--- src/plc_tc_defines.vh ---
// Purpose: constants for the scan-driven timer and counter block
// Assumes: 100 MHz aclk, AXI4-Lite with 32-bit data
// Notes: byte offsets are word aligned; a group of four words per unit
`ifndef PLC_TC_DEFINES_VH
`define PLC_TC_DEFINES_VH

// timing
`define TICK_TIME_MS 100
`define CLK_FREQ_KHZ 100000
`define PRESC_W 24

// address map, group number in address bits 7:4 and word index in bits 3:2
`define ADDR_W 8
`define GRP_SCAN 4'h0
`define GRP_TMR0 4'h1
`define GRP_TMR1 4'h2
`define GRP_NCNT 4'h3
`define GRP_WCNT 4'h4
`define REG_CTRL 2'h0
`define REG_SET 2'h1
`define REG_CUR 2'h2

// field positions
`define SCAN_END_BIT 0
`define TCTL_COND_BIT 0
`define TCTL_MODE_LO 1
`define TCTL_MODE_HI 2
`define CCTL_RST_BIT 0
`define CCTL_LATCH_BIT 1
`define CCTL_DIR_BIT 2
`define STAT_OUT_BIT 8

// timer modes
`define TMODE_GENERAL 2'h0
`define TMODE_ACCUM 2'h1
`define TMODE_SUBR 2'h2

// axi responses
`define RESP_OKAY 2'h0
`define RESP_SLVERR 2'h2

`define NARROW_W 16
`define WIDE_W 32
`define NUM_TMR 2
`define NUM_PIN 3

`endif

--- src/plc_timers_and_counters.v ---
// Purpose: scan-driven timers and counters behind an AXI4-Lite slave
// Assumes: software plays the user program; pins feed counter inputs
// Notes: scan end is a write to the scan register
//
// Function
// RULE1: timer advances once per 100 ms tick
// RULE2: timer coil on when value reaches setting
// RULE3: accumulating timer holds value when condition off
// RULE4: accumulating timer resumes from held value
// RULE5: subroutine timers advance on instruction or scan end
// RULE6: narrow counter counts edges, stops at setting
// RULE7: narrow setting 0 or 1 fires first edge
// RULE8: narrow count wraps from 32767 to -32768
// RULE9: reset instruction clears value and contact
// RULE10: contact changes only after scan completes (code: supply return clears an unlatched contact at once)
// RULE11: power loss clears unlatched, keeps latched counters
// RULE12: narrow value above setting snaps on edge
// RULE13: wide counter keeps counting past the setting (code: counting up, it goes one past, then the next edge snaps back)
// RULE14: direction bit selects up or down count
// RULE15: up reaching setting sets, down clears contact (code: down from above snaps and sets it; only a wrap onto 2147483647 clears)
// RULE16: wide setting is full signed 32 bits
// RULE17: wide count wraps both ways (code: up wraps only with setting 2147483647; otherwise the snap applies)
// RULE18: wide value above setting snaps on edge
// RULE19: tick from prescaler, inputs sampled per scan
// RULE20: general timer clears when condition off
`include "plc_tc_defines.vh"

module plc_timers_and_counters #(
	parameter TICK_CYCLES = `TICK_TIME_MS * `CLK_FREQ_KHZ
) (
	// clock and reset
	input wire aclk,
	input wire aresetn,
	// axi4-lite write address
	input wire [`ADDR_W-1:0] s_axi_awaddr,
	input wire [2:0] s_axi_awprot,
	input wire s_axi_awvalid,
	output reg s_axi_awready,
	// axi4-lite write data
	input wire [31:0] s_axi_wdata,
	input wire [3:0] s_axi_wstrb,
	input wire s_axi_wvalid,
	output reg s_axi_wready,
	// axi4-lite write response
	output reg [1:0] s_axi_bresp,
	output reg s_axi_bvalid,
	input wire s_axi_bready,
	// axi4-lite read address
	input wire [`ADDR_W-1:0] s_axi_araddr,
	input wire [2:0] s_axi_arprot,
	input wire s_axi_arvalid,
	output reg s_axi_arready,
	// axi4-lite read data
	output reg [31:0] s_axi_rdata,
	output reg [1:0] s_axi_rresp,
	output reg s_axi_rvalid,
	input wire s_axi_rready,
	// pins
	input wire narrow_count_in,
	input wire wide_count_in,
	input wire power_restore_in,
	// outputs
	output reg [`NUM_TMR-1:0] timer_coil,
	output reg narrow_contact,
	output reg wide_contact
);
	localparam [31:0] TICK_M1 = TICK_CYCLES - 1;
	localparam [`PRESC_W-1:0] TICK_LAST = TICK_M1[`PRESC_W-1:0];

	// write channel holding
	reg aw_hold_r;
	reg w_hold_r;
	reg [`ADDR_W-1:0] waddr_r;
	reg [31:0] wdata_r;
	reg [3:0] wstrb_r;
	wire do_write = aw_hold_r && w_hold_r && !s_axi_bvalid;
	wire [3:0] wgrp = waddr_r[7:4];
	wire [1:0] wreg = waddr_r[3:2];

	// registers
	reg scan_end_r;
	reg scan_done_r;
	reg [`NUM_TMR-1:0] texec_r;
	reg [`NUM_TMR-1:0] tcond_r;
	reg [1:0] tmode_r [0:`NUM_TMR-1];
	reg [`NARROW_W-1:0] tset_r [0:`NUM_TMR-1];
	wire [`NARROW_W-1:0] tcur [0:`NUM_TMR-1];
	wire [`NUM_TMR-1:0] tcoil;
	reg nlatch_r;
	reg nrst_r;
	reg nload_r;
	reg [`NARROW_W-1:0] nset_r;
	reg [`NARROW_W-1:0] nload_val_r;
	wire [`NARROW_W-1:0] ncur;
	wire ncontact;
	reg wlatch_r;
	reg wdir_r;
	reg wrst_r;
	reg wload_r;
	reg [`WIDE_W-1:0] wset_r;
	reg [`WIDE_W-1:0] wload_val_r;
	wire [`WIDE_W-1:0] wcur;
	wire wcontact;

	// pin synchronisers
	reg [`NUM_PIN-1:0] sync1_r;
	reg [`NUM_PIN-1:0] sync2_r;
	reg [`NUM_PIN-1:0] sync3_r;
	reg [`NUM_PIN-1:0] stable_r;
	reg [`NUM_PIN-1:0] sample_r;
	reg pwr_prev_r;
	wire [`NUM_PIN-1:0] pins = {power_restore_in, wide_count_in, narrow_count_in};
	wire power_restore = stable_r[2] && !pwr_prev_r;
	wire n_edge = scan_end_r && stable_r[0] && !sample_r[0];
	wire w_edge = scan_end_r && stable_r[1] && !sample_r[1];

	// prescaler
	reg [`PRESC_W-1:0] presc_r;
	reg tick_r;

	function [31:0] merge;
		input [31:0] old;
		input [31:0] nw;
		input [3:0] strb;
		integer b;
		begin
			for (b = 0; b < 4; b = b + 1)
				merge[b*8 +: 8] = strb[b] ? nw[b*8 +: 8] : old[b*8 +: 8];
		end
	endfunction

	wire [31:0] nset_m = merge({16'h0000, nset_r}, wdata_r, wstrb_r);
	wire [31:0] nload_m = merge({16'h0000, ncur}, wdata_r, wstrb_r);
	wire [31:0] wset_m = merge(wset_r, wdata_r, wstrb_r);
	wire [31:0] wload_m = merge(wcur, wdata_r, wstrb_r);

	always @(posedge aclk) begin
		if (!aresetn) begin
			presc_r <= {`PRESC_W{1'b0}};
			tick_r <= 1'b0;
		end else if (presc_r == TICK_LAST) begin
			presc_r <= {`PRESC_W{1'b0}}; // RULE19
			tick_r <= 1'b1;
		end else begin
			presc_r <= presc_r + {{(`PRESC_W-1){1'b0}}, 1'b1};
			tick_r <= 1'b0;
		end
	end

	always @(posedge aclk) begin
		if (!aresetn) begin
			sync1_r <= {`NUM_PIN{1'b0}};
			sync2_r <= {`NUM_PIN{1'b0}};
			sync3_r <= {`NUM_PIN{1'b0}};
			stable_r <= {`NUM_PIN{1'b0}};
			sample_r <= {`NUM_PIN{1'b0}};
			pwr_prev_r <= 1'b0;
		end else begin
			sync1_r <= pins;
			sync2_r <= sync1_r;
			sync3_r <= sync2_r;
			stable_r <= (sync2_r & sync3_r) | (stable_r & (sync2_r | sync3_r));
			pwr_prev_r <= stable_r[2];
			if (scan_end_r)
				sample_r <= stable_r; // RULE19
		end
	end

	// write path
	always @(posedge aclk) begin
		if (!aresetn) begin
			aw_hold_r <= 1'b0;
			w_hold_r <= 1'b0;
			waddr_r <= {`ADDR_W{1'b0}};
			wdata_r <= 32'h00000000;
			wstrb_r <= 4'h0;
			s_axi_awready <= 1'b1;
			s_axi_wready <= 1'b1;
			s_axi_bvalid <= 1'b0;
			s_axi_bresp <= `RESP_OKAY;
		end else begin
			if (s_axi_awvalid && s_axi_awready) begin
				aw_hold_r <= 1'b1;
				waddr_r <= s_axi_awaddr;
				s_axi_awready <= 1'b0;
			end
			if (s_axi_wvalid && s_axi_wready) begin
				w_hold_r <= 1'b1;
				wdata_r <= s_axi_wdata;
				wstrb_r <= s_axi_wstrb;
				s_axi_wready <= 1'b0;
			end
			if (do_write) begin
				s_axi_bvalid <= 1'b1;
				s_axi_bresp <= (wgrp <= `GRP_WCNT && wreg != 2'h3) ? `RESP_OKAY : `RESP_SLVERR;
			end
			if (s_axi_bvalid && s_axi_bready) begin
				s_axi_bvalid <= 1'b0;
				aw_hold_r <= 1'b0;
				w_hold_r <= 1'b0;
				s_axi_awready <= 1'b1;
				s_axi_wready <= 1'b1;
			end
		end
	end

	// register writes
	integer i;
	always @(posedge aclk) begin
		if (!aresetn) begin
			scan_end_r <= 1'b0;
			scan_done_r <= 1'b0;
			texec_r <= {`NUM_TMR{1'b0}};
			tcond_r <= {`NUM_TMR{1'b0}};
			for (i = 0; i < `NUM_TMR; i = i + 1) begin
				tmode_r[i] <= `TMODE_GENERAL;
				tset_r[i] <= 16'h0000;
			end
			nlatch_r <= 1'b0;
			nrst_r <= 1'b0;
			nload_r <= 1'b0;
			nset_r <= 16'h0000;
			nload_val_r <= 16'h0000;
			wlatch_r <= 1'b0;
			wdir_r <= 1'b0;
			wrst_r <= 1'b0;
			wload_r <= 1'b0;
			wset_r <= 32'h00000000;
			wload_val_r <= 32'h00000000;
		end else begin
			scan_end_r <= do_write && wgrp == `GRP_SCAN && wdata_r[`SCAN_END_BIT];
			scan_done_r <= scan_end_r; // RULE10
			texec_r <= {`NUM_TMR{1'b0}};
			nrst_r <= do_write && wgrp == `GRP_NCNT && wreg == `REG_CTRL && wdata_r[`CCTL_RST_BIT];
			wrst_r <= do_write && wgrp == `GRP_WCNT && wreg == `REG_CTRL && wdata_r[`CCTL_RST_BIT];
			nload_r <= do_write && wgrp == `GRP_NCNT && wreg == `REG_CUR;
			wload_r <= do_write && wgrp == `GRP_WCNT && wreg == `REG_CUR;
			if (do_write) begin
				for (i = 0; i < `NUM_TMR; i = i + 1) begin
					if (wgrp == `GRP_TMR0 + i[3:0] && wreg == `REG_CTRL) begin
						texec_r[i] <= 1'b1;
						tcond_r[i] <= wdata_r[`TCTL_COND_BIT]; // RULE3
						tmode_r[i] <= wdata_r[`TCTL_MODE_HI:`TCTL_MODE_LO];
					end
					if (wgrp == `GRP_TMR0 + i[3:0] && wreg == `REG_SET)
						tset_r[i] <= wdata_r[`NARROW_W-1:0];
				end
				if (wgrp == `GRP_NCNT && wreg == `REG_CTRL)
					nlatch_r <= wdata_r[`CCTL_LATCH_BIT];
				if (wgrp == `GRP_NCNT && wreg == `REG_SET)
					nset_r <= nset_m[`NARROW_W-1:0];
				if (wgrp == `GRP_NCNT && wreg == `REG_CUR)
					nload_val_r <= nload_m[`NARROW_W-1:0];
				if (wgrp == `GRP_WCNT && wreg == `REG_CTRL) begin
					wlatch_r <= wdata_r[`CCTL_LATCH_BIT];
					wdir_r <= wdata_r[`CCTL_DIR_BIT]; // RULE14
				end
				if (wgrp == `GRP_WCNT && wreg == `REG_SET)
					wset_r <= wset_m; // RULE16
				if (wgrp == `GRP_WCNT && wreg == `REG_CUR)
					wload_val_r <= wload_m;
			end
		end
	end

	genvar g;
	generate
		for (g = 0; g < `NUM_TMR; g = g + 1) begin : tmr
			timer_unit u_timer (
				.aclk(aclk),
				.aresetn(aresetn),
				.exec(texec_r[g]),
				.cond(tcond_r[g]),
				.mode(tmode_r[g]),
				.setting(tset_r[g]),
				.tick(tick_r),
				.scan_end(scan_end_r),
				.cur_r(tcur[g]),
				.coil_r(tcoil[g])
			);
		end
	endgenerate

	count_unit #(.W(`NARROW_W), .WIDE(0)) u_narrow (
		.aclk(aclk),
		.aresetn(aresetn),
		.edge_in(n_edge),
		.scan_done(scan_done_r),
		.power_restore(power_restore),
		.dir_down(1'b0),
		.latched(nlatch_r),
		.rst_cmd(nrst_r),
		.load(nload_r),
		.load_val(nload_val_r),
		.setting(nset_r),
		.cur_r(ncur),
		.contact_r(ncontact)
	);

	count_unit #(.W(`WIDE_W), .WIDE(1)) u_wide (
		.aclk(aclk),
		.aresetn(aresetn),
		.edge_in(w_edge),
		.scan_done(scan_done_r),
		.power_restore(power_restore),
		.dir_down(wdir_r),
		.latched(wlatch_r),
		.rst_cmd(wrst_r),
		.load(wload_r),
		.load_val(wload_val_r),
		.setting(wset_r),
		.cur_r(wcur),
		.contact_r(wcontact)
	);

	always @(posedge aclk) begin
		if (!aresetn) begin
			timer_coil <= {`NUM_TMR{1'b0}};
			narrow_contact <= 1'b0;
			wide_contact <= 1'b0;
		end else begin
			timer_coil <= tcoil;
			narrow_contact <= ncontact;
			wide_contact <= wcontact;
		end
	end

	// read path
	reg [31:0] rd_nxt;
	reg rd_ok;
	wire [3:0] rgrp = s_axi_araddr[7:4];
	wire [1:0] rreg = s_axi_araddr[3:2];
	always @* begin
		rd_nxt = 32'h00000000;
		rd_ok = 1'b1;
		case (rgrp)
			`GRP_SCAN: rd_nxt = {29'h0, stable_r};
			`GRP_TMR0, `GRP_TMR1: begin
				case (rreg)
					`REG_CTRL: rd_nxt = {23'h0, tcoil[rgrp[0] ? 0 : 1], 5'h0,
						tmode_r[rgrp[0] ? 0 : 1], tcond_r[rgrp[0] ? 0 : 1]};
					`REG_SET: rd_nxt = {16'h0000, tset_r[rgrp[0] ? 0 : 1]};
					`REG_CUR: rd_nxt = {16'h0000, tcur[rgrp[0] ? 0 : 1]};
					default: rd_ok = 1'b0;
				endcase
			end
			`GRP_NCNT: begin
				case (rreg)
					`REG_CTRL: rd_nxt = {23'h0, ncontact, 6'h0, nlatch_r, 1'b0};
					`REG_SET: rd_nxt = {16'h0000, nset_r};
					`REG_CUR: rd_nxt = {16'h0000, ncur};
					default: rd_ok = 1'b0;
				endcase
			end
			`GRP_WCNT: begin
				case (rreg)
					`REG_CTRL: rd_nxt = {23'h0, wcontact, 5'h0, wdir_r, wlatch_r, 1'b0};
					`REG_SET: rd_nxt = wset_r;
					`REG_CUR: rd_nxt = wcur;
					default: rd_ok = 1'b0;
				endcase
			end
			default: rd_ok = 1'b0;
		endcase
	end

	always @(posedge aclk) begin
		if (!aresetn) begin
			s_axi_arready <= 1'b1;
			s_axi_rvalid <= 1'b0;
			s_axi_rdata <= 32'h00000000;
			s_axi_rresp <= `RESP_OKAY;
		end else if (s_axi_arvalid && s_axi_arready) begin
			s_axi_arready <= 1'b0;
			s_axi_rvalid <= 1'b1;
			s_axi_rdata <= rd_nxt;
			s_axi_rresp <= rd_ok ? `RESP_OKAY : `RESP_SLVERR;
		end else if (s_axi_rvalid && s_axi_rready) begin
			s_axi_rvalid <= 1'b0;
			s_axi_arready <= 1'b1;
		end
	end
endmodule

--- src/timer_unit.v ---
// Purpose: one 100 ms timer driven by the timer instruction
// Assumes: exec pulses once per execution, tick once per time unit
// Notes: mode picks general, accumulating or subroutine behaviour
`include "plc_tc_defines.vh"

module timer_unit (
	// clock and reset
	input wire aclk,
	input wire aresetn,
	// program scan
	input wire exec,
	input wire cond,
	input wire [1:0] mode,
	input wire [`NARROW_W-1:0] setting,
	input wire tick,
	input wire scan_end,
	// state
	output reg [`NARROW_W-1:0] cur_r,
	output reg coil_r
);
	reg cond_r;
	reg [`NARROW_W-1:0] pend_r;
	wire subr = (mode == `TMODE_SUBR);
	wire [`NARROW_W:0] sum = {1'b0, cur_r} + (subr ? {1'b0, pend_r} : 17'h00001);
	wire apply = subr ? ((exec | scan_end) & (pend_r != 16'h0000)) : (tick & cond_r);

	always @(posedge aclk) begin
		if (!aresetn) begin
			cond_r <= 1'b0;
			pend_r <= 16'h0000;
			cur_r <= 16'h0000;
			coil_r <= 1'b0;
		end else begin
			if (exec)
				cond_r <= cond;
			// a tick landing with the apply is kept for the next apply
			if (subr && apply)
				pend_r <= {15'h0000, tick & cond_r};
			else if (subr && tick && cond_r && pend_r != 16'hffff)
				pend_r <= pend_r + 16'h0001;
			else if (apply)
				pend_r <= 16'h0000;
			if (exec && !cond && mode != `TMODE_ACCUM && mode != `TMODE_SUBR) begin
				cur_r <= 16'h0000; // RULE20
				coil_r <= 1'b0; // RULE20
			end else if (exec && cond && cur_r >= setting) begin
				coil_r <= 1'b1; // RULE2
			end else if (apply && !coil_r) begin
				// RULE1 RULE4 RULE5
				if (sum >= {1'b0, setting}) begin
					cur_r <= setting;
					coil_r <= 1'b1; // RULE2
				end else begin
					cur_r <= sum[`NARROW_W-1:0];
				end
			end
		end
	end
endmodule

--- src/count_unit.v ---
// Purpose: one up counter (narrow) or up/down counter (wide)
// Assumes: edge_in pulses at scan end for a counted input edge
// Notes: contact_r follows the internal state one cycle after scan end
`include "plc_tc_defines.vh"

module count_unit #(
	parameter W = 16,
	parameter WIDE = 0
) (
	// clock and reset
	input wire aclk,
	input wire aresetn,
	// scan events
	input wire edge_in,
	input wire scan_done,
	input wire power_restore,
	// program control
	input wire dir_down,
	input wire latched,
	input wire rst_cmd,
	input wire load,
	input wire [W-1:0] load_val,
	input wire [W-1:0] setting,
	// state
	output reg [W-1:0] cur_r,
	output reg contact_r
);
	reg state_r;
	wire [W-1:0] up = cur_r + {{(W-1){1'b0}}, 1'b1}; // RULE8 RULE17
	wire [W-1:0] dn = cur_r - {{(W-1){1'b0}}, 1'b1}; // RULE17
	wire [W-1:0] nxt = (WIDE != 0 && dir_down) ? dn : up; // RULE14
	// narrow compares in count order so a negative setting is reached through the wrap
	wire above = (WIDE != 0) ? ($signed(cur_r) > $signed(setting))
		: (cur_r >= setting); // RULE8

	always @(posedge aclk) begin
		if (!aresetn) begin
			cur_r <= {W{1'b0}};
			state_r <= 1'b0;
			contact_r <= 1'b0;
		end else if (power_restore && !latched) begin
			cur_r <= {W{1'b0}}; // RULE11
			state_r <= 1'b0;
			contact_r <= 1'b0;
		end else begin
			if (scan_done)
				contact_r <= state_r; // RULE10
			if (rst_cmd) begin
				cur_r <= {W{1'b0}}; // RULE9
				state_r <= 1'b0; // RULE9
			end else if (load) begin
				cur_r <= load_val;
			end else if (edge_in && (WIDE != 0 || !state_r)) begin // RULE6
				if (above) begin
					cur_r <= setting; // RULE7 RULE12 RULE18
					state_r <= 1'b1;
				end else begin
					cur_r <= nxt; // RULE13
					if (nxt == setting)
						state_r <= (WIDE != 0) ? !dir_down : 1'b1; // RULE6 RULE15
				end
			end
		end
	end
endmodule

--- config.mk ---
export PLATFORM = sky130hd
export DESIGN_NAME = plc_timers_and_counters
export DESIGN_NICKNAME = d
export VERILOG_FILES = /design/src/plc_timers_and_counters.v /design/src/timer_unit.v /design/src/count_unit.v
export VERILOG_INCLUDE_DIRS = /design/src
export SDC_FILE = /design/constraint.sdc
export NUM_CORES = 1
export LEC_CHECK = 0
export ABC_CLOCK_PERIOD_IN_PS = 8310
export BUFFER_PORTS_ARGS = -buffer_cell sky130_fd_sc_hd__buf_2
export CORE_AREA = 10 10 224 204
export CTS_BUF_LIST = sky130_fd_sc_hd__clkbuf_16
export DETAILED_ROUTE_END_ITERATION = 12
export DIE_AREA = 0 0 234 214
export HOLD_SLACK_MARGIN = 0.06
export PLACE_DENSITY = 0.78
export REMOVE_ABC_BUFFERS = 1
export SYNTH_ARGS = -nofsm -noshare
export SYNTH_HDL_FRONTEND = slang
export SYNTH_SLANG_ARGS = --single-unit
--- constraint.sdc ---
create_clock -name aclk -period 8.31 [get_ports aclk]
set_clock_uncertainty 0.05 [all_clocks]
set_input_delay 1.662 -clock aclk [delete_from_list [all_inputs] [get_ports aclk]]
set_output_delay 1.662 -clock aclk [all_outputs]
set_load 0.05 [all_outputs]
==> results of run 1 <==
[worst max-delay path, delay by kind of cell (launching register included)]
family,cells,cell delay (ps)
DFF,1,410
buffers and inverters,1,320
muxes,1,220
adders and majority gates,3,980
and+or+nand+nor,4,1230
AOI/OAI and AO/OA,14,2660
[registers in the layout, summed over array words and instances (netlist names), 3 cells and up]
| name | flops |
|---|---|
| tmode_r | 4 |
| nload_val_r | 16 |
| wstrb_r | 4 |
| waddr_r | 6 |
| u_wide.cur_r | 32 |
| wdata_r | 32 |
| s_axi_rdata | 32 |
| tmr.u_timer.pend_r | 32 |
| u_narrow.cur_r | 16 |
| sync3_r | 3 |
| sync2_r | 3 |
| stable_r | 3 |
| nset_r | 16 |
| tmr.u_timer.cur_r | 32 |
| sync1_r | 3 |
| presc_r | 24 |
| wset_r | 32 |
| tset_r | 32 |
| wload_val_r | 32 |
[cells in the final DEF, fill, tap and decap left out, types with 78 or more instances in the layout]
master / instances
sky130_fd_sc_hd__a21oi_1: 233
sky130_fd_sc_hd__a22oi_1: 86
sky130_fd_sc_hd__buf_2: 100
sky130_fd_sc_hd__dfxtp_1: 356
sky130_fd_sc_hd__ha_1: 180
sky130_fd_sc_hd__inv_1: 120
sky130_fd_sc_hd__mux2i_1: 162
sky130_fd_sc_hd__nand2_1: 261
sky130_fd_sc_hd__nand3_1: 92
sky130_fd_sc_hd__nor2_1: 277
sky130_fd_sc_hd__o21ai_0: 148
sky130_fd_sc_hd__xnor2_1: 78
[cell usage after synthesis, types with 60 or more instances]
cell,count
sky130_fd_sc_hd__o22ai_1,60
sky130_fd_sc_hd__inv_1,113
sky130_fd_sc_hd__nand3_1,92
sky130_fd_sc_hd__nand2_1,261
sky130_fd_sc_hd__mux2i_1,162
sky130_fd_sc_hd__xnor2_1,78
sky130_fd_sc_hd__nor2_1,281
sky130_fd_sc_hd__o21ai_0,150
sky130_fd_sc_hd__a211oi_1,79
sky130_fd_sc_hd__ha_1,180
sky130_fd_sc_hd__and2_1,72
sky130_fd_sc_hd__a21oi_1,233
sky130_fd_sc_hd__a22oi_1,86
sky130_fd_sc_hd__dfxtp_1,356
sky130_fd_sc_hd__a21o_1,63
sky130_fd_sc_hd__clkbuf_1,128
[per-layer routing]
metal | share of wire [%] | track usage (%)
met2 | 45 | 44.23
met3 | 8.6 | 5.489
met5 | 0.015 | 0
met1 | 43 | 37.34
met4 | 3.6 | 11.22
[worst min path at each step]
stage | cells past startpoint | to
after floorplan | 1 | sync2_r[0]$_SDFF_PN0_
after global placement | 1 | sync2_r[2]$_SDFF_PN0_
after detailed placement | 1 | sync2_r[2]$_SDFF_PN0_
after CTS | 1 | sync2_r[2]$_SDFF_PN0_
after global routing | 1 | sync2_r[0]$_SDFF_PN0_
final | 1 | sync2_r[2]$_SDFF_PN0_
[report_power, final]
group | switching [mW] | total (mW) | internal (mW) | leakage [nW]
registers | 0.0434 | 1.98 | 1.93 | 3.25
clock network | 0.814 | 1.95 | 1.14 | 0.725
logic | 0.159 | 0.224 | 0.0654 | 6.60
[stage by stage]
step | hold WS, ps | utilization (%) | cells | instance area [um^2]
after global placement | 364.3 | 60.87 | 3444 | 25090
after floorplan | 361.8 | - | 2766 | 23610
after CTS | 384.0 | 64.31 | 3520 | 26510
after detailed placement | 370.2 | 60.87 | 3444 | 25090
final | 383.3 | 64.32 | 3520 | 26510
after global routing | 409.7 | 64.32 | 3520 | 26510
[kinds of logic (layout without fill, tap and decap cells)]
group | count (synthesis) | count (layout)
fa+ha+maj | 183 | 183
compound gates | 817 | 817
other cells | 1 | 2
mux | 166 | 166
xor+xnor | 126 | 126
buf+inv | 283 | 321
flops | 392 | 392
simple gates | 966 | 966
[area by class of cell]
cell class              count  share of cell area (%)
clock inverters            29                  0.9061
well taps                 547                   2.581
flip-flops and latches    392                   30.96
clock buffers              47                   4.436
inverters                 114                   1.633
multi-input cells        2260                   56.72
repair buffers            131                   2.765
==> qor.tcl, run 1 <==
set qor(p_leak_nw) 10.57
set qor(rsz0062_at_grt) {no}
set qor(die-height_um) 214
set qor(critical_path.cell_chain) {nor2b_1 -> nand2_1 -> ha_1 -> fa_1 -> a21o_1 -> a21oi_1 -> o21ai_0 -> a2111o_1 -> and3_1 -> o21ai_0 -> a21oi_1 -> ha_1 -> a21o_1 -> a21o_1 -> a21o_1 -> a21oi_1 -> nor2b_1 -> o21ai_0 -> o311ai_0 -> a211oi_2 -> buf_4 -> mux2i_1 -> a21oi_1}
set qor(synth_compound_gate_area_share_pct) 21.65
set qor(floorplan.initialDensity_pct) 58.98
set qor(crit_path_top_delay_cell) {sky130_fd_sc_hd__nor2b_1}
set qor(routed_wirelength_um) 73030
set qor(max_slew.worst_pin.slew_ps) 1385
set qor(r2r-end) {tmr[1].u_timer.cur_r[0]$_SDFFE_PP0P_}
set qor(clk-insertion-delay-late_ps) 590
set qor(post-synth-top-area-cell) {sky130_fd_sc_hd__dfxtp_1}
set qor(wire_length_of_the_first_global_routing_pass_um) 115400
set qor(route.detailed.drc) 0
set qor(grt_overflow) 0
set qor(area_growth_syn_to_layout_pct) 9.058
set qor(yosysTopAreaCellShare_pct) 29.32
set qor(grt_max_degree) 98
set qor(final_layout_size_suffix_gt1_share_pct) 8.073
set qor(synth_area_um2) 24310
set qor(floorplan.io_pins) 113
set qor(final_net_count) 3192
set qor(max_freq_mhz) 165.5
set qor(worst_path_max_stage_delay_ps) 850
set qor(numCtsBuffers) 42
set qor(grt_util_all_layers_pct) 28.20
set qor(final.period_utilization_pct) 72.70
set qor(vdd_drop_max_mv) 0.1670
set qor(crit_path_max_fanout) 29
set qor(preCtsSetupSlack_ps) 2335
set qor(clk_transition_reported_paths_ps) 70
set qor(async_flop_share_pct) 0
set qor(routed_wire_length_per_instance_um) 20.75
set qor(place_congestion) 0.9595
set qor(muxShareOfSynthArea_pct) 6.902
set qor(post_drt_via_cell_ratio) 6.381
set qor(htree_num_levels) 2
set qor(detailroute.via_count) 22460
set qor(synthesis.yosys.warnings) 0
set qor(design.die.area_um2) 50080
set qor(worstSetupEndpoint) {tmr[1].u_timer.cur_r[0]$_SDFFE_PP0P_}
set qor(yosys.area_share.xor_xnor_pct) 4.539
set qor(grt_pass1_vias) 21590
set qor(synthesis.area_per_instance_um2) 8.286
set qor(nFillCells) 3559
set qor(port_buffers) 100
set qor(yosys.area_share.simple_pct) 18.98
set qor(postSynthCellCount) 2934
set qor(crit_path_start) {tmode_r[1][0]$_DFFE_PP_}
set qor(cts_root_buf) {sky130_fd_sc_hd__clkbuf_16}
set qor(max_cap_viol_count) 0
set qor(most_instantiated_flip_flop_cell_in_the_synthesis_netlist) {sky130_fd_sc_hd__dfxtp_1}
set qor(slew_violations) 0
set qor(hold_violations) 0
set qor(core_um2) 41220
set qor(hold_path.class) {register to register}
set qor(synth_adder_area_share_pct) 9.511
set qor(post_synth_main_area_contributors) {sky130_fd_sc_hd__dfxtp_1 (29%), sky130_fd_sc_hd__ha_1 (9.3%), sky130_fd_sc_hd__mux2i_1 (6.7%)}
set qor(cts_setup_buffers) 0
set qor(seq_area_um2) 8208
set qor(path_class) {register to register}
set qor(antenna_left) 0
set qor(drt-pass1-iter-count) 6
set qor(critPathArrivalTime_ps) 6420
set qor(drt_iter0_markers) 2050
set qor(place_hpwl_um) 51830
set qor(synth-seq-area-share_pct) 33.76
set qor(critPathLaunchType) {register}
set qor(worst_setup_slack_after_layout_ps) 2269
set qor(critical_path.endpoint_type) {register}
set qor(setup_total_negative_slack_ps) 0
set qor(num_rows) 71
set qor(run_status) {finished clean}
set qor(rr_worst_depth) 23
set qor(ys_ff_latch) 392
set qor(synth_enable_flop_cells) 36
set qor(cts_resized) 0
set qor(antennaDiodeCount) 0
set qor(main_combinational_cell_family_by_area_after_synthesis) {compound AO/OA/AOI/OAI gates}
set qor(max_buffers_root_to_sink) 3
set qor(cts_tree) {done}
set qor(r2r-start) {tmode_r[1][0]$_DFFE_PP_}
set qor(hold_buffers) 0
set qor(pwr_density_cell_nw_per_um2) 156.7
set qor(chipWidth_um) 234
set qor(hold_path.startpoint) {sync1_r[2]$_SDFF_PN0_}
set qor(maxSlewHeadroom_pct) 7.326
set qor(timing.reg2reg.setup_slack_ps) 2270
set qor(antenna_found_initial) 3
set qor(finalWorstPathRequiredPeriod_ps) 6041
set qor(number_of_distinct_library_cell_variants_in_the_gate_level_netlist_after_synthesis) 87
set qor(power.total_mw) 4.154
set qor(worst-endpoint-required_ps) 8690
set qor(multi_input_comb_area_um2) 15040
set qor(clock_sink_total) 392
set qor(finalSetupViolCount) 0
Note: power is estimated with default switching activity, not from simulation.
==> run 2, diff against run 1 <==
--- a/config.mk
+++ b/config.mk
@@ -6,14 +6,14 @@
 export SDC_FILE = /design/constraint.sdc
 export NUM_CORES = 1
 export LEC_CHECK = 0
-export ABC_CLOCK_PERIOD_IN_PS = 8310
+export ABC_CLOCK_PERIOD_IN_PS = 5350
 export BUFFER_PORTS_ARGS = -buffer_cell sky130_fd_sc_hd__buf_2
-export CORE_AREA = 10 10 224 204
+export CORE_AREA = 10 10 229 209
 export CTS_BUF_LIST = sky130_fd_sc_hd__clkbuf_16
 export DETAILED_ROUTE_END_ITERATION = 12
-export DIE_AREA = 0 0 234 214
+export DIE_AREA = 0 0 239 219
 export HOLD_SLACK_MARGIN = 0.06
-export PLACE_DENSITY = 0.78
+export PLACE_DENSITY = 0.77
 export REMOVE_ABC_BUFFERS = 1
 export SYNTH_ARGS = -nofsm -noshare
 export SYNTH_HDL_FRONTEND = slang
==> constraint.sdc (replaced) <==
create_clock -name aclk -period 5.35 [get_ports aclk]
set_clock_uncertainty 0.05 [all_clocks]
set_input_delay 1.07 -clock aclk [delete_from_list [all_inputs] [get_ports aclk]]
set_output_delay 1.07 -clock aclk [all_outputs]
set_load 0.05 [all_outputs]
==> run 2 against run 1 <==
Cell count increased by 0.54%. Sequential cell count unchanged. Die area increased by 4.5%. Utilization decreased by 2.2 points. Largest power group unchanged. Power increased by 56%.
==> qor.tcl, run 2 (synthesis gave the netlist of run 1 again) <==
set qor(numCtsBuffers) 43
set qor(run_status) {finished clean}
set qor(cts_root_buf) {sky130_fd_sc_hd__clkbuf_16}
set qor(die-height_um) 219
set qor(worst_setup_slack_after_layout_ps) 357.4
set qor(grt_pass1_vias) 21340
set qor(routed_wire_length_per_instance_um) 20.86
set qor(path_class) {register to register}
set qor(max_cap_viol_count) 0
set qor(hold_path.startpoint) {sync1_r[2]$_SDFF_PN0_}
set qor(critPathLaunchType) {register}
set qor(clk-insertion-delay-late_ps) 590
set qor(place_hpwl_um) 53480
set qor(detailroute.via_count) 22280
set qor(hold_path.class) {register to register}
set qor(antenna_found_initial) 4
set qor(routed_wirelength_um) 73840
set qor(max_freq_mhz) 200.3
set qor(layout.core_utilization_pct) 62.17
set qor(layout.cells.most_common_list) {sky130_fd_sc_hd__dfxtp_1 (356), sky130_fd_sc_hd__nor2_1 (277), sky130_fd_sc_hd__nand2_1 (261), sky130_fd_sc_hd__a21oi_1 (232), sky130_fd_sc_hd__ha_1 (180)}
set qor(slew_violations) 0
set qor(worst-path-buf-inv) 1
set qor(htree_num_levels) 2
set qor(cts_setup_buffers) 0
set qor(vdd_drop_max_mv) 0.2054
set qor(grt_max_degree) 120
set qor(crit_path_top_delay_cell) {sky130_fd_sc_hd__a2111o_1}
set qor(rsz0062_at_grt) {no}
set qor(num_rows) 72
set qor(setup_total_negative_slack_ps) 0
set qor(hold_violations) 0
set qor(drt_iter0_markers) 2126
set qor(floorplan.initialDensity_pct) 56.81
set qor(design.die.area_um2) 52340
set qor(preCtsSetupSlack_ps) 184.9
set qor(antenna_left) 0
set qor(cts_tree) {done}
set qor(hold_worst_path_end) {sync2_r[2]$_SDFF_PN0_}
set qor(core_um2) 42790
set qor(hold_path_depth) 1
set qor(grt_util_all_layers_pct) 27.35
set qor(pwr_density_cell_nw_per_um2) 244.0
set qor(critical_path.cell_chain) {nor2b_4 -> nand2_1 -> ha_1 -> fa_1 -> a21o_1 -> a21oi_2 -> o21ai_0 -> a2111o_1 -> and3_1 -> o21ai_0 -> a21oi_1 -> ha_1 -> a21o_1 -> a21o_1 -> a21o_1 -> a21oi_1 -> nor2b_1 -> o21ai_0 -> o311ai_1 -> a211oi_2 -> buf_12 -> nor2_1 -> a21oi_1 -> o21ai_0}
set qor(power.total_mw) 6.491
set qor(finalWorstPathRequiredPeriod_ps) 4993
set qor(floorplan.io_pins) 113
set qor(maxSlewHeadroom_pct) 33.39
set qor(timing.reg2reg.setup_slack_ps) 360
set qor(cts_resized) 0
set qor(placed_cell_area_um2) 25170
set qor(finalSetupViolCount) 0
set qor(placed_cells_incl_taps) 3459
set qor(hold_slack_ps) 385.7
set qor(worst_path_max_stage_delay_ps) 470
set qor(grt_overflow) 0
set qor(critical_path.endpoint_type) {register}
set qor(final_layout_size_suffix_gt1_share_pct) 8.252
set qor(layout.cells.most_common) {sky130_fd_sc_hd__dfxtp_1}
set qor(post_drt_via_cell_ratio) 6.297
set qor(r2r-start) {tmode_r[1][0]$_DFFE_PP_}
set qor(final_net_count) 3200
set qor(max_slew.worst_pin.slew_ps) 999.2
set qor(max_buffers_root_to_sink) 3
set qor(drt-pass1-iter-count) 6
set qor(chipWidth_um) 239
set qor(final.period_utilization_pct) 93.32
set qor(worst-endpoint-required_ps) 5760
set qor(area_growth_syn_to_layout_pct) 9.429
set qor(critPathTopFamily) {compound AO/OA/AOI/OAI gates}
set qor(post-route-cell-area_um2) 26600
set qor(rr_worst_depth) 24
set qor(port_buffers) 100
set qor(hold_buffers) 0
set qor(clk_transition_reported_paths_ps) 60
set qor(critPathArrivalTime_ps) 5400
set qor(wire_length_of_the_first_global_routing_pass_um) 116000
set qor(p_leak_nw) 10.62
set qor(crit_path_max_fanout) 29
set qor(route.detailed.drc) 0
set qor(place_congestion) 1.003
set qor(r2r-end) {tmr[1].u_timer.cur_r[3]$_SDFFE_PP0P_}
set qor(fin_cells) 3539
set qor(clock_sink_total) 392
run 2: changes by cell type in the layout (fill, tap and decap cells not counted), sizes merged:
cell / before / now
buf: 131 / 138
clkinvlp: 2 / 1
bufinv: 4 / 7
diode: 0 / 3
clkbuf: 47 / 43
inv: 122 / 125
run 2: cell type report:
| type | instances | area (um^2) |
|---|---|---|
| fillers | 3721 | 16190 |
| clock buffers | 43 | 1076 |
| clock inverters | 34 | 331.6 |
| multi-input cells | 2260 | 15050 |
| well taps | 555 | 694.4 |
| repair buffers | 138 | 798.3 |
| inverters | 114 | 432.9 |
| diodes | 3 | 7.507 |
| flip-flops and latches | 392 | 8208 |
run 2: how the worst max path moves through the flow:
stage                                  from  depth (start not counted)  slack [ps]                                   end
finish              tmode_r[1][0]$_DFFE_PP_                         24         360  tmr[1].u_timer.cur_r[3]$_SDFFE_PP0P_
global route        tmode_r[0][1]$_DFFE_PP_                         20          20  tmr[0].u_timer.cur_r[1]$_SDFFE_PP0P_
floorplan           tmode_r[1][0]$_DFFE_PP_                         22       -1250  tmr[1].u_timer.cur_r[0]$_SDFFE_PP0P_
detailed placement  tmode_r[1][0]$_DFFE_PP_                         24         180    tmr[1].u_timer.coil_r$_SDFFE_PP0P_
global placement    tmode_r[1][0]$_DFFE_PP_                         24         290    tmr[1].u_timer.coil_r$_SDFFE_PP0P_
CTS                 tmode_r[1][0]$_DFFE_PP_                         24         130    tmr[1].u_timer.coil_r$_SDFFE_PP0P_
run 2: layer usage:
layer / vias to the layer above / GRT usage (%) / part of all wire (%)
li1: 10670 / - / -
met1: 10730 / 35.87 / 43
met2: 754 / 44.41 / 46
met3: 137 / 4.848 / 7.8
met4: 0 / 9.989 / 3.2
met5: - / 0 / 0
run 2: where the power goes:
part	internal (mW)	total (mW)	switching, mW
clock network	1.80	3.07	1.27
registers	3.00	3.07	0.0678
logic	0.103	0.350	0.247
total	4.90	6.49	1.59
